==> config.mk <==
export PLATFORM = sky130hd
export DESIGN_NAME = instr_decode
export DESIGN_NICKNAME = d
export VERILOG_FILES = /design/src/hdl/idec_pkg.sv /design/src/hdl/branch_cond_eval.sv /design/src/hdl/instr_decode.sv
export SDC_FILE = /design/constraint.sdc
export NUM_CORES = 1
export LEC_CHECK = 0
export BUFFER_PORTS_ARGS = -buffer_cell sky130_fd_sc_hd__clkbuf_2
export CORE_ASPECT_RATIO = 1.1
export CORE_MARGIN = 10
export CORE_UTILIZATION = 45
export DETAILED_ROUTE_END_ITERATION = 16
export GPL_TIMING_DRIVEN = 0
export PLACE_DENSITY = 0.73
export SLEW_MARGIN = 20
export SYNTH_ARGS = -nofsm -noshare
export SYNTH_HDL_FRONTEND = slang
export SYNTH_HIERARCHICAL = 1
export SYNTH_SLANG_ARGS = --single-unit
==> constraint.sdc <==
create_clock -name core_clk_i -period 1.7 [get_ports core_clk_i]
set_input_delay 0.255 -clock core_clk_i [delete_from_list [all_inputs] [get_ports core_clk_i]]
set_output_delay 0.255 -clock core_clk_i [all_outputs]
set_load 0.05 [all_outputs]
==> src/hdl/idec_pkg.sv <==
/*
  Constants and types for the instruction length, effective address
  and branch decoder of an 8-bit controller CPU.
  Assumes the fetch unit supplies up to three instruction bytes at once.
*/
package idec_pkg;

  localparam int ADDR_W = 16;
  localparam int DATA_W = 8;

  // instruction lengths in bytes
  localparam logic [1:0] LEN_ONE   = 2'h1;
  localparam logic [1:0] LEN_TWO   = 2'h2;
  localparam logic [1:0] LEN_THREE = 2'h3;

  // low-page high byte
  localparam logic [7:0] ZERO_PAGE_HI = 8'h00;

  // opcode field positions
  localparam int OPC_ROW_HI = 7;
  localparam int OPC_ROW_LO = 4;
  localparam int OPC_COL_HI = 3;
  localparam int OPC_COL_LO = 0;
  localparam int BIT_NUM_HI = 3;
  localparam int BIT_NUM_LO = 1;
  localparam int BIT_SENSE  = 0;

  // opcode rows
  localparam logic [3:0] ROW_BIT_BRANCH = 4'h0;
  localparam logic [3:0] ROW_BIT_MANIP  = 4'h1;
  localparam logic [3:0] ROW_BRANCH     = 4'h2;
  localparam logic [3:0] ROW_RMW_DIR    = 4'h3;
  localparam logic [3:0] ROW_RMW_ACC    = 4'h4;
  localparam logic [3:0] ROW_RMW_IDX    = 4'h5;
  localparam logic [3:0] ROW_RMW_IX1    = 4'h6;
  localparam logic [3:0] ROW_RMW_IX     = 4'h7;
  localparam logic [3:0] ROW_CTRL_A     = 4'h8;
  localparam logic [3:0] ROW_CTRL_B     = 4'h9;
  localparam logic [3:0] ROW_RM_IMM     = 4'hA;
  localparam logic [3:0] ROW_RM_DIR     = 4'hB;
  localparam logic [3:0] ROW_RM_EXT     = 4'hC;
  localparam logic [3:0] ROW_RM_IX2     = 4'hD;
  localparam logic [3:0] ROW_RM_IX1     = 4'hE;
  localparam logic [3:0] ROW_RM_IX      = 4'hF;

  // special columns
  localparam logic [3:0] COL_RMW_TEST          = 4'hD;
  localparam logic [3:0] COL_RM_STA            = 4'h7;
  localparam logic [3:0] COL_RM_STX            = 4'hF;
  localparam logic [3:0] COL_BRANCH_SUBROUTINE = 4'hD;
  localparam logic [3:0] COL_INDEX_COMPARE     = 4'h3;
  localparam logic [3:0] COL_UNCOND_JUMP       = 4'hC;
  localparam logic [3:0] COL_JUMP_SUBROUTINE   = 4'hD;
  localparam logic [3:0] COL_LDX               = 4'hE;
  localparam logic [7:0] OPC_MULTIPLY          = 8'h42;

  typedef enum logic [2:0] {
    AM_INHERENT,
    AM_IMMEDIATE,
    AM_DIRECT,
    AM_EXTENDED,
    AM_INDEXED0,
    AM_INDEXED8,
    AM_INDEXED16,
    AM_RELATIVE
  } addr_mode_t;

  typedef enum logic [2:0] {
    CLS_REG_MEM,
    CLS_RMW,
    CLS_JUMP_BRANCH,
    CLS_BIT_MANIP,
    CLS_CONTROL
  } instr_class_t;

  // branch condition select, low nibble of a relative opcode
  typedef enum logic [3:0] {
    COND_ALWAYS,
    COND_NEVER,
    COND_HIGHER,
    COND_LOWER_SAME,
    COND_CARRY_CLR,
    COND_CARRY_SET,
    COND_NOT_EQUAL,
    COND_EQUAL,
    COND_HALF_CLR,
    COND_HALF_SET,
    COND_PLUS,
    COND_MINUS,
    COND_MASK_CLR,
    COND_MASK_SET,
    COND_IRQ_LOW,
    COND_IRQ_HIGH
  } branch_cond_t;

endpackage

==> src/hdl/branch_cond_eval.sv <==
/*
  Branch condition evaluator: resolves a relative-branch condition code
  against the condition flags and the external interrupt pin level.
  Assumes flags and pin level are already synchronous to the clock.
*/
module branch_cond_eval
  import idec_pkg::*;
(
  // condition select
  input  wire logic [3:0] cond_sel_i,
  // flags
  input  wire logic       half_i,
  input  wire logic       mask_i,
  input  wire logic       neg_i,
  input  wire logic       zero_i,
  input  wire logic       carry_i,
  input  wire logic       irq_pin_i,
  // result
  output logic            taken_o
);

  always_comb
  begin
    unique case (branch_cond_t'(cond_sel_i))
      COND_ALWAYS:     taken_o = 1'b1;
      COND_NEVER:      taken_o = 1'b0;
      COND_HIGHER:     taken_o = ~(carry_i | zero_i);
      COND_LOWER_SAME: taken_o = carry_i | zero_i;
      COND_CARRY_CLR:  taken_o = ~carry_i;
      COND_CARRY_SET:  taken_o = carry_i;
      COND_NOT_EQUAL:  taken_o = ~zero_i;
      COND_EQUAL:      taken_o = zero_i;
      COND_HALF_CLR:   taken_o = ~half_i;
      COND_HALF_SET:   taken_o = half_i;
      COND_PLUS:       taken_o = ~neg_i;
      COND_MINUS:      taken_o = neg_i;
      COND_MASK_CLR:   taken_o = ~mask_i;
      COND_MASK_SET:   taken_o = mask_i;
      COND_IRQ_LOW:    taken_o = ~irq_pin_i;
      COND_IRQ_HIGH:   taken_o = irq_pin_i;
    endcase
  end

endmodule

==> src/hdl/instr_decode.sv <==
/*
  Instruction decoder: length, addressing mode, class, effective address,
  write-back and branch target for one instruction per request.
  Assumes the fetch unit presents the opcode and the two following bytes,
  and, for bit-test branches, the tested memory byte, together with the
  index register, program counter of the opcode and condition flags.
*/
module instr_decode
  import idec_pkg::*;
(
  // clock and reset
  input  wire logic              core_clk_i,
  input  wire logic              rstn_i,
  // fetch side
  input  wire logic              req_valid_i,
  input  wire logic [7:0]        opcode_i,
  input  wire logic [7:0]        byte1_i,
  input  wire logic [7:0]        byte2_i,
  input  wire logic [15:0]       pc_i,
  // cpu state
  input  wire logic [7:0]        index_i,
  input  wire logic [7:0]        test_byte_i,
  input  wire logic              half_i,
  input  wire logic              mask_i,
  input  wire logic              neg_i,
  input  wire logic              zero_i,
  input  wire logic              carry_i,
  input  wire logic              irq_pin_i,
  // decode results
  output logic                   dec_valid_o,
  output logic [1:0]             length_o,
  output logic [2:0]             mode_o,
  output logic [2:0]             class_o,
  output logic                   mem_read_o,
  output logic                   mem_write_o,
  output logic                   reg_is_index_o,
  output logic [15:0]            eff_addr_o,
  output logic                   branch_o,
  output logic                   taken_o,
  output logic [15:0]            next_pc_o,
  output logic                   carry_load_o,
  output logic                   carry_val_o
);

  typedef struct packed {
    logic         rst_s1;
    logic         rst_s2;
    logic         valid;
    logic [1:0]   length;
    addr_mode_t   mode;
    instr_class_t cls;
    logic         mem_read;
    logic         mem_write;
    logic         reg_index;
    logic [15:0]  ea;
    logic         branch;
    logic         taken;
    logic [15:0]  next_pc;
    logic         carry_load;
    logic         carry_val;
  } state_t;

  state_t state_reg;
  state_t state_next;
  logic   rst_n;
  logic   cond_taken;

  assign rst_n = state_reg.rst_s2;

  // length implied by each addressing mode
  function automatic logic [1:0] mode_length(input addr_mode_t m);
    unique case (m)
      AM_INHERENT:  mode_length = LEN_ONE;
      AM_IMMEDIATE: mode_length = LEN_TWO;
      AM_DIRECT:    mode_length = LEN_TWO;
      AM_EXTENDED:  mode_length = LEN_THREE;
      AM_INDEXED0:  mode_length = LEN_ONE;
      AM_INDEXED8:  mode_length = LEN_TWO;
      AM_INDEXED16: mode_length = LEN_THREE;
      AM_RELATIVE:  mode_length = LEN_TWO;
    endcase
  endfunction

  // sign-extended branch destination from the next instruction address
  function automatic logic [15:0] rel_target(input logic [15:0] nxt, input logic [7:0] off);
    rel_target = nxt + {{8{off[7]}}, off};
  endfunction

  branch_cond_eval u_cond (
    .cond_sel_i (opcode_i[OPC_COL_HI:OPC_COL_LO]),
    .half_i     (half_i),
    .mask_i     (mask_i),
    .neg_i      (neg_i),
    .zero_i     (zero_i),
    .carry_i    (carry_i),
    .irq_pin_i  (irq_pin_i),
    .taken_o    (cond_taken)
  );

  always_comb
  begin
    logic [3:0]  row;
    logic [3:0]  col;
    logic [15:0] seq_pc;
    logic        bit_val;
    row = opcode_i[OPC_ROW_HI:OPC_ROW_LO];
    col = opcode_i[OPC_COL_HI:OPC_COL_LO];
    seq_pc = 16'h0000;
    bit_val = 1'b0;
    state_next = state_reg;
    state_next.rst_s1 = 1'b1;
    state_next.rst_s2 = state_reg.rst_s1;
    state_next.valid = req_valid_i;
    if (req_valid_i)
    begin
      state_next.mode = AM_INHERENT;
      state_next.cls = CLS_CONTROL;
      state_next.mem_read = 1'b0;
      state_next.mem_write = 1'b0;
      state_next.reg_index = 1'b0;
      state_next.branch = 1'b0;
      state_next.taken = 1'b0;
      state_next.carry_load = 1'b0;
      state_next.carry_val = 1'b0;
      // decode mode and class from the opcode row
      unique case (row)
        ROW_BIT_BRANCH:
        begin
          state_next.mode = AM_DIRECT;
          state_next.cls = CLS_BIT_MANIP;
          state_next.mem_read = 1'b1;
          state_next.branch = 1'b1;
        end
        ROW_BIT_MANIP:
        begin
          state_next.mode = AM_DIRECT;
          state_next.cls = CLS_BIT_MANIP;
          state_next.mem_read = 1'b1;
          state_next.mem_write = 1'b1;
        end
        ROW_BRANCH:
        begin
          state_next.mode = AM_RELATIVE;
          state_next.cls = CLS_JUMP_BRANCH;
          state_next.branch = 1'b1;
        end
        ROW_RMW_DIR, ROW_RMW_IX1, ROW_RMW_IX:
        begin
          state_next.mode = (row == ROW_RMW_DIR) ? AM_DIRECT :
                            (row == ROW_RMW_IX1) ? AM_INDEXED8 : AM_INDEXED0;
          state_next.cls = CLS_RMW;
          state_next.mem_read = 1'b1;
          state_next.mem_write = (col != COL_RMW_TEST);
        end
        ROW_RMW_ACC, ROW_RMW_IDX:
        begin
          state_next.mode = AM_INHERENT;
          state_next.cls = (opcode_i == OPC_MULTIPLY) ? CLS_REG_MEM : CLS_RMW;
          state_next.reg_index = (row == ROW_RMW_IDX);
        end
        ROW_CTRL_A, ROW_CTRL_B:
        begin
          state_next.mode = AM_INHERENT;
          state_next.cls = CLS_CONTROL;
        end
        default:
        begin
          // register/memory rows A..F
          unique case (row)
            ROW_RM_IMM: state_next.mode = AM_IMMEDIATE;
            ROW_RM_DIR: state_next.mode = AM_DIRECT;
            ROW_RM_EXT: state_next.mode = AM_EXTENDED;
            ROW_RM_IX2: state_next.mode = AM_INDEXED16;
            ROW_RM_IX1: state_next.mode = AM_INDEXED8;
            default:    state_next.mode = AM_INDEXED0;
          endcase
          state_next.cls = CLS_REG_MEM;
          state_next.reg_index = (col == COL_INDEX_COMPARE) || (col >= COL_LDX);
          state_next.mem_read = (row != ROW_RM_IMM) && (col != COL_RM_STA)
                                && (col != COL_RM_STX) && (col != COL_UNCOND_JUMP)
                                && (col != COL_JUMP_SUBROUTINE);
          state_next.mem_write = (row != ROW_RM_IMM) &&
                                 ((col == COL_RM_STA) || (col == COL_RM_STX));
          if (row == ROW_RM_IMM && col == COL_BRANCH_SUBROUTINE)
          begin
            state_next.mode = AM_RELATIVE;
            state_next.cls = CLS_JUMP_BRANCH;
            state_next.branch = 1'b1;
            state_next.taken = 1'b1;
          end
          else if (col == COL_UNCOND_JUMP || col == COL_JUMP_SUBROUTINE)
          begin
            state_next.cls = CLS_JUMP_BRANCH;
            state_next.reg_index = 1'b0;
          end
        end
      endcase

      state_next.length = (row == ROW_BIT_BRANCH) ? LEN_THREE
                                                   : mode_length(state_next.mode);
      seq_pc = pc_i + {14'h0000, state_next.length};

      // effective address for memory-referencing modes
      unique case (state_next.mode)
        AM_DIRECT:    state_next.ea = {ZERO_PAGE_HI, byte1_i};
        AM_EXTENDED:  state_next.ea = {byte1_i, byte2_i};
        AM_INDEXED0:  state_next.ea = {ZERO_PAGE_HI, index_i};
        AM_INDEXED8:  state_next.ea = {8'h00, index_i} + {8'h00, byte1_i};
        AM_INDEXED16: state_next.ea = {byte1_i, byte2_i} + {8'h00, index_i};
        default:      state_next.ea = 16'h0000;
      endcase
      if (state_next.mode == AM_INHERENT && state_next.cls != CLS_CONTROL
          && row != ROW_RMW_ACC && row != ROW_RMW_IDX)
        state_next.ea = 16'h0000;

      // branch resolution
      if (row == ROW_BIT_BRANCH)
      begin
        bit_val = test_byte_i[opcode_i[BIT_NUM_HI:BIT_NUM_LO]];
        state_next.carry_load = 1'b1;
        state_next.carry_val = bit_val;
        state_next.taken = (bit_val == ~opcode_i[BIT_SENSE]);
        state_next.next_pc = state_next.taken ? rel_target(seq_pc, byte2_i) : seq_pc;
      end
      else if (state_next.branch)
      begin
        if (row == ROW_BRANCH)
          state_next.taken = cond_taken;
        state_next.next_pc = state_next.taken ? rel_target(seq_pc, byte1_i) : seq_pc;
      end
      else
        state_next.next_pc = seq_pc;
    end
  end

  always_ff @(posedge core_clk_i or negedge rstn_i)
  begin
    if (!rstn_i)
    begin
      state_reg <= '0;
    end
    else if (!rst_n)
    begin
      state_reg <= '0;
      state_reg.rst_s1 <= 1'b1;
      state_reg.rst_s2 <= state_reg.rst_s1;
    end
    else
    begin
      state_reg <= state_next;
    end
  end

  assign dec_valid_o    = state_reg.valid;
  assign length_o       = state_reg.length;
  assign mode_o         = state_reg.mode;
  assign class_o        = state_reg.cls;
  assign mem_read_o     = state_reg.mem_read;
  assign mem_write_o    = state_reg.mem_write;
  assign reg_is_index_o = state_reg.reg_index;
  assign eff_addr_o     = state_reg.ea;
  assign branch_o       = state_reg.branch;
  assign taken_o        = state_reg.taken;
  assign next_pc_o      = state_reg.next_pc;
  assign carry_load_o   = state_reg.carry_load;
  assign carry_val_o    = state_reg.carry_val;

  // assertion history of the inputs
  logic [7:0]  opc_q;
  logic [7:0]  b1_q;
  logic [7:0]  b2_q;
  logic [7:0]  idx_q;
  logic [15:0] pc_q;
  always_ff @(posedge core_clk_i)
  begin
    opc_q <= opcode_i;
    b1_q <= byte1_i;
    b2_q <= byte2_i;
    idx_q <= index_i;
    pc_q <= pc_i;
  end
endmodule

==> results.json <==
{
  "hold_violations": 0,
  "synth_top_area_frac": 0.228,
  "clk_latency_ps": 310,
  "synth_nets": 798,
  "post_synth.cell_area_avg_sq_um": 8.10,
  "drtIter0Drc": 751,
  "ys.flop_type": "dfrtp_1",
  "initial_core_util": 0.457,
  "syn2layout_area_growth_pct": 41.3,
  "via_per_inst": 6.28,
  "synth_area_leaders": "dfrtp_1 23%, ha_1 12%, a21oi_1 5.8%",
  "post-route-util": 0.646,
  "slew_headroom": 0.482,
  "grtUsageTotal": 0.226,
  "setup_tns_ps": -51590,
  "fill_cells": 982,
  "cts_buffers": 5,
  "synth_edf_count": 0,
  "drive_above_1_share": 0.372,
  "fin_cells": 1004,
  "clk_pin_slew_worst_paths_ps": 80,
  "synth_cell_types": 74,
  "grt-ovfl-total": 0,
  "antenna_cells": 0,
  "dp_hpwl_mm": 14.8,
  "fin_worst_skew_ps": 8.20,
  "required_ps": 1870,
  "multi_input_area_sq_um": 4770,
  "irDropWorstVdd_mv": 0.506,
  "postRouteAntennaNets": 0,
  "die_h_microns": 136,
  "slowest_delay_ps": 470,
  "place_congestion": 0.977,
  "fin_ws_ps": -2940,
  "violations": "negative setup slack",
  "cts_root_buf": "clkbuf_16",
  "grt_pass1_wl_mm": 31.9,
  "cts_tree": "built",
  "port_buffers": 110,
  "grt_pass1_vias": 6232,
  "post-route-min-period_ps": 4640,
  "cts_max_level": 2,
  "p_per_area_nw_per_um2": 670,
  "crit_family": "simple AND/OR/NAND/NOR gates",
  "synth_async_sr_flop_share": 1.00,
  "grt_max_degree": 51,
  "yosysWarnings": 6,
  "yosysMostFrequentCell": "nand2_1",
  "wl_per_cell_microns": 21.0,
  "worstPathArrival_ps": 4800,
  "synth_top_cells_by_count": "71 x nand2_1, 63 x a21oi_1, 52 x ha_1",
  "io_pins": 113,
  "first_pass_iters": 5,
  "die_w_microns": 125,
  "ys_seq_area_frac": 0.228,
  "cp-start-kind": "input port",
  "drt-total-wl_mm": 21.1,
  "status": "finished with violations",
  "drcViolationCount": 0,
  "fmax_ghz": 0.216,
  "core_sq_um": 12000,
  "setup_violations": 34,
  "cts.sinks": 50,
  "yosys.area.top_type": "dfrtp_1",
  "p_leak_nw": 3.52,
  "regArea_sq_um": 1250,
  "num_rows": 42,
  "vias": 6304,
  "dieArea_sq_um": 17000,
  "netlist_instances": 676,
  "synth-seq-cells": 50,
  "syn_area_sq_um": 5480,
  "worstSetupEndpointType": "flip-flop",
  "finalCritPeriodShare": 2.73,
  "antenna_found_initial": 0,
  "hold_class": "input port to asynchronous set/reset pin",
  "fin_nets": 971,
  "critPathSlowestCell": "or4_1",
  "worst_pin_slew_ps": 774,
  "cts_hold_buffers": 0,
  "critical_path_class": "input port to flip-flop",
  "critPathBufInv": 5,
  "slew_violations": 0,
  "crit_fanout": 6,
  "drv_cap": 0,
  "place_inst": 940,
  "rsz0062_at_grt": "yes",
  "clockBufferDepth": 2
}
-- metrics by stage --
step / power (mW) / setup slack, ps / instance area [sq um] / hold slack [ps]
floorplan: 2.87 / -2680 / 5740 / -40.6
finish: 5.19 / -2940 / 7740 / 23.9
detailed placement: 3.48 / -3800 / 6490 / 355
global route: 5.40 / -3130 / 7740 / 91.4
CTS: 4.82 / -2960 / 7270 / 65.3
global placement: 3.42 / -3770 / 6480 / 338
-- registers in the layout, indices dropped and copies added (netlist names) --
signal	flops
dec_valid_o	1
mode_o	3
rst_n	1
eff_addr_o	16
taken_o	1
mem_write_o	1
reg_is_index_o	1
branch_o	1
carry_load_o	1
state_next	1
mem_read_o	1
class_o	3
carry_val_o	1
length_o	2
next_pc_o	16
-- cell type report --
class	count	area share
plain buffers	26	0.0204
clock buffers	5	0.0162
clock inverters	3	0.00372
well taps	154	0.0249
inverters	29	0.0147
multi-input cells	571	0.616
repair buffers	166	0.143
flip-flops and latches	50	0.162
-- cell families after synthesis --
kind of cell,share of synthesized area
compound gates,0.267
xor+xnor,0.0818
fa+ha+maj,0.137
buf+inv,0.0404
flops,0.228
mux,0.0363
other cells,0.000685
simple gates,0.208
-- where the power goes --
part           switching (mW)  internal, mW  total, mW  leakage, nW
clock                   0.544         0.564       1.11       0.0759
combinational            1.60          1.19       2.79         2.77
sequential             0.0410          1.25       1.29        0.671
total                    2.19          3.00       5.19         3.52
-- layer usage --
| metal | vias to the layer above | routed length, microns | share of wire | track usage |
|---|---|---|---|---|
| met2 | 345 | 10300 | 0.49 | 0.391 |
| li1 | 2847 | - | - | - |
| met1 | 3051 | 8360 | 0.40 | 0.276 |
| met3 | 61 | 1690 | 0.080 | 0.0399 |
| met4 | 0 | 723 | 0.034 | 0.0768 |
| met5 | - | 0 | 0 | 0 |
-- worst paths after layout --
| path | startpoint | end | slack (ps) | cells after the start |
|---|---|---|---|---|
| max | opcode_i[2] | next_pc_o[15] | -2940 | 27 |
| min | rstn_i | dec_valid_o | 20 | 1 |
| max reg2reg | rst_n | eff_addr_o[12] | -530 | 6 |
| min reg2reg | state_next[48] | rst_n | 370 | 0 |
| max in group asynchronous | rstn_i | next_pc_o[11] | 1170 | 1 |
| min in group core_clk_i | byte1_i[2] | eff_addr_o[10] | 340 | 2 |
-- cell usage in the layout (no fill, tap or decap), types with 6 or more instances in the layout --
cell,netlist,final
mux2i_1,12,11
ha_1,52,33
a21o_1,16,16
buf_4,2,47
o211ai_1,13,13
or3_1,7,6
nand2b_1,9,9
inv_2,0,6
o21ai_1,0,11
clkbuf_2,0,108
a222oi_1,8,8
inv_1,28,20
nand3b_1,6,6
xnor2_1,32,27
nand4_1,7,7
nor2b_1,15,12
nand3_1,24,20
xor2_1,16,11
a21oi_2,0,20
nor2_1,41,37
clkbuf_1,16,9
nand2_1,71,70
nor3_1,19,15
a21oi_1,63,42
clkbuf_16,0,7
ha_4,0,19
buf_6,0,11
o21ai_2,1,8
dfrtp_1,50,50
o21ai_0,40,19
-- worst reg2reg max path, delay by kind of cell (launching register included) --
kind	cells	cell delay [ps]
compound gates	2	570
flops	1	410
buf+inv	1	550
simple gates	3	570
-- repair_timing --
item                       in CTS  in global routing
setup endpoints to repair      36                 39
cloned                          1                  0
gates resized for setup        82                 69
pin swaps                      51                 65
buffers inserted               38                 19
Power figures use the tool's default switching activity.
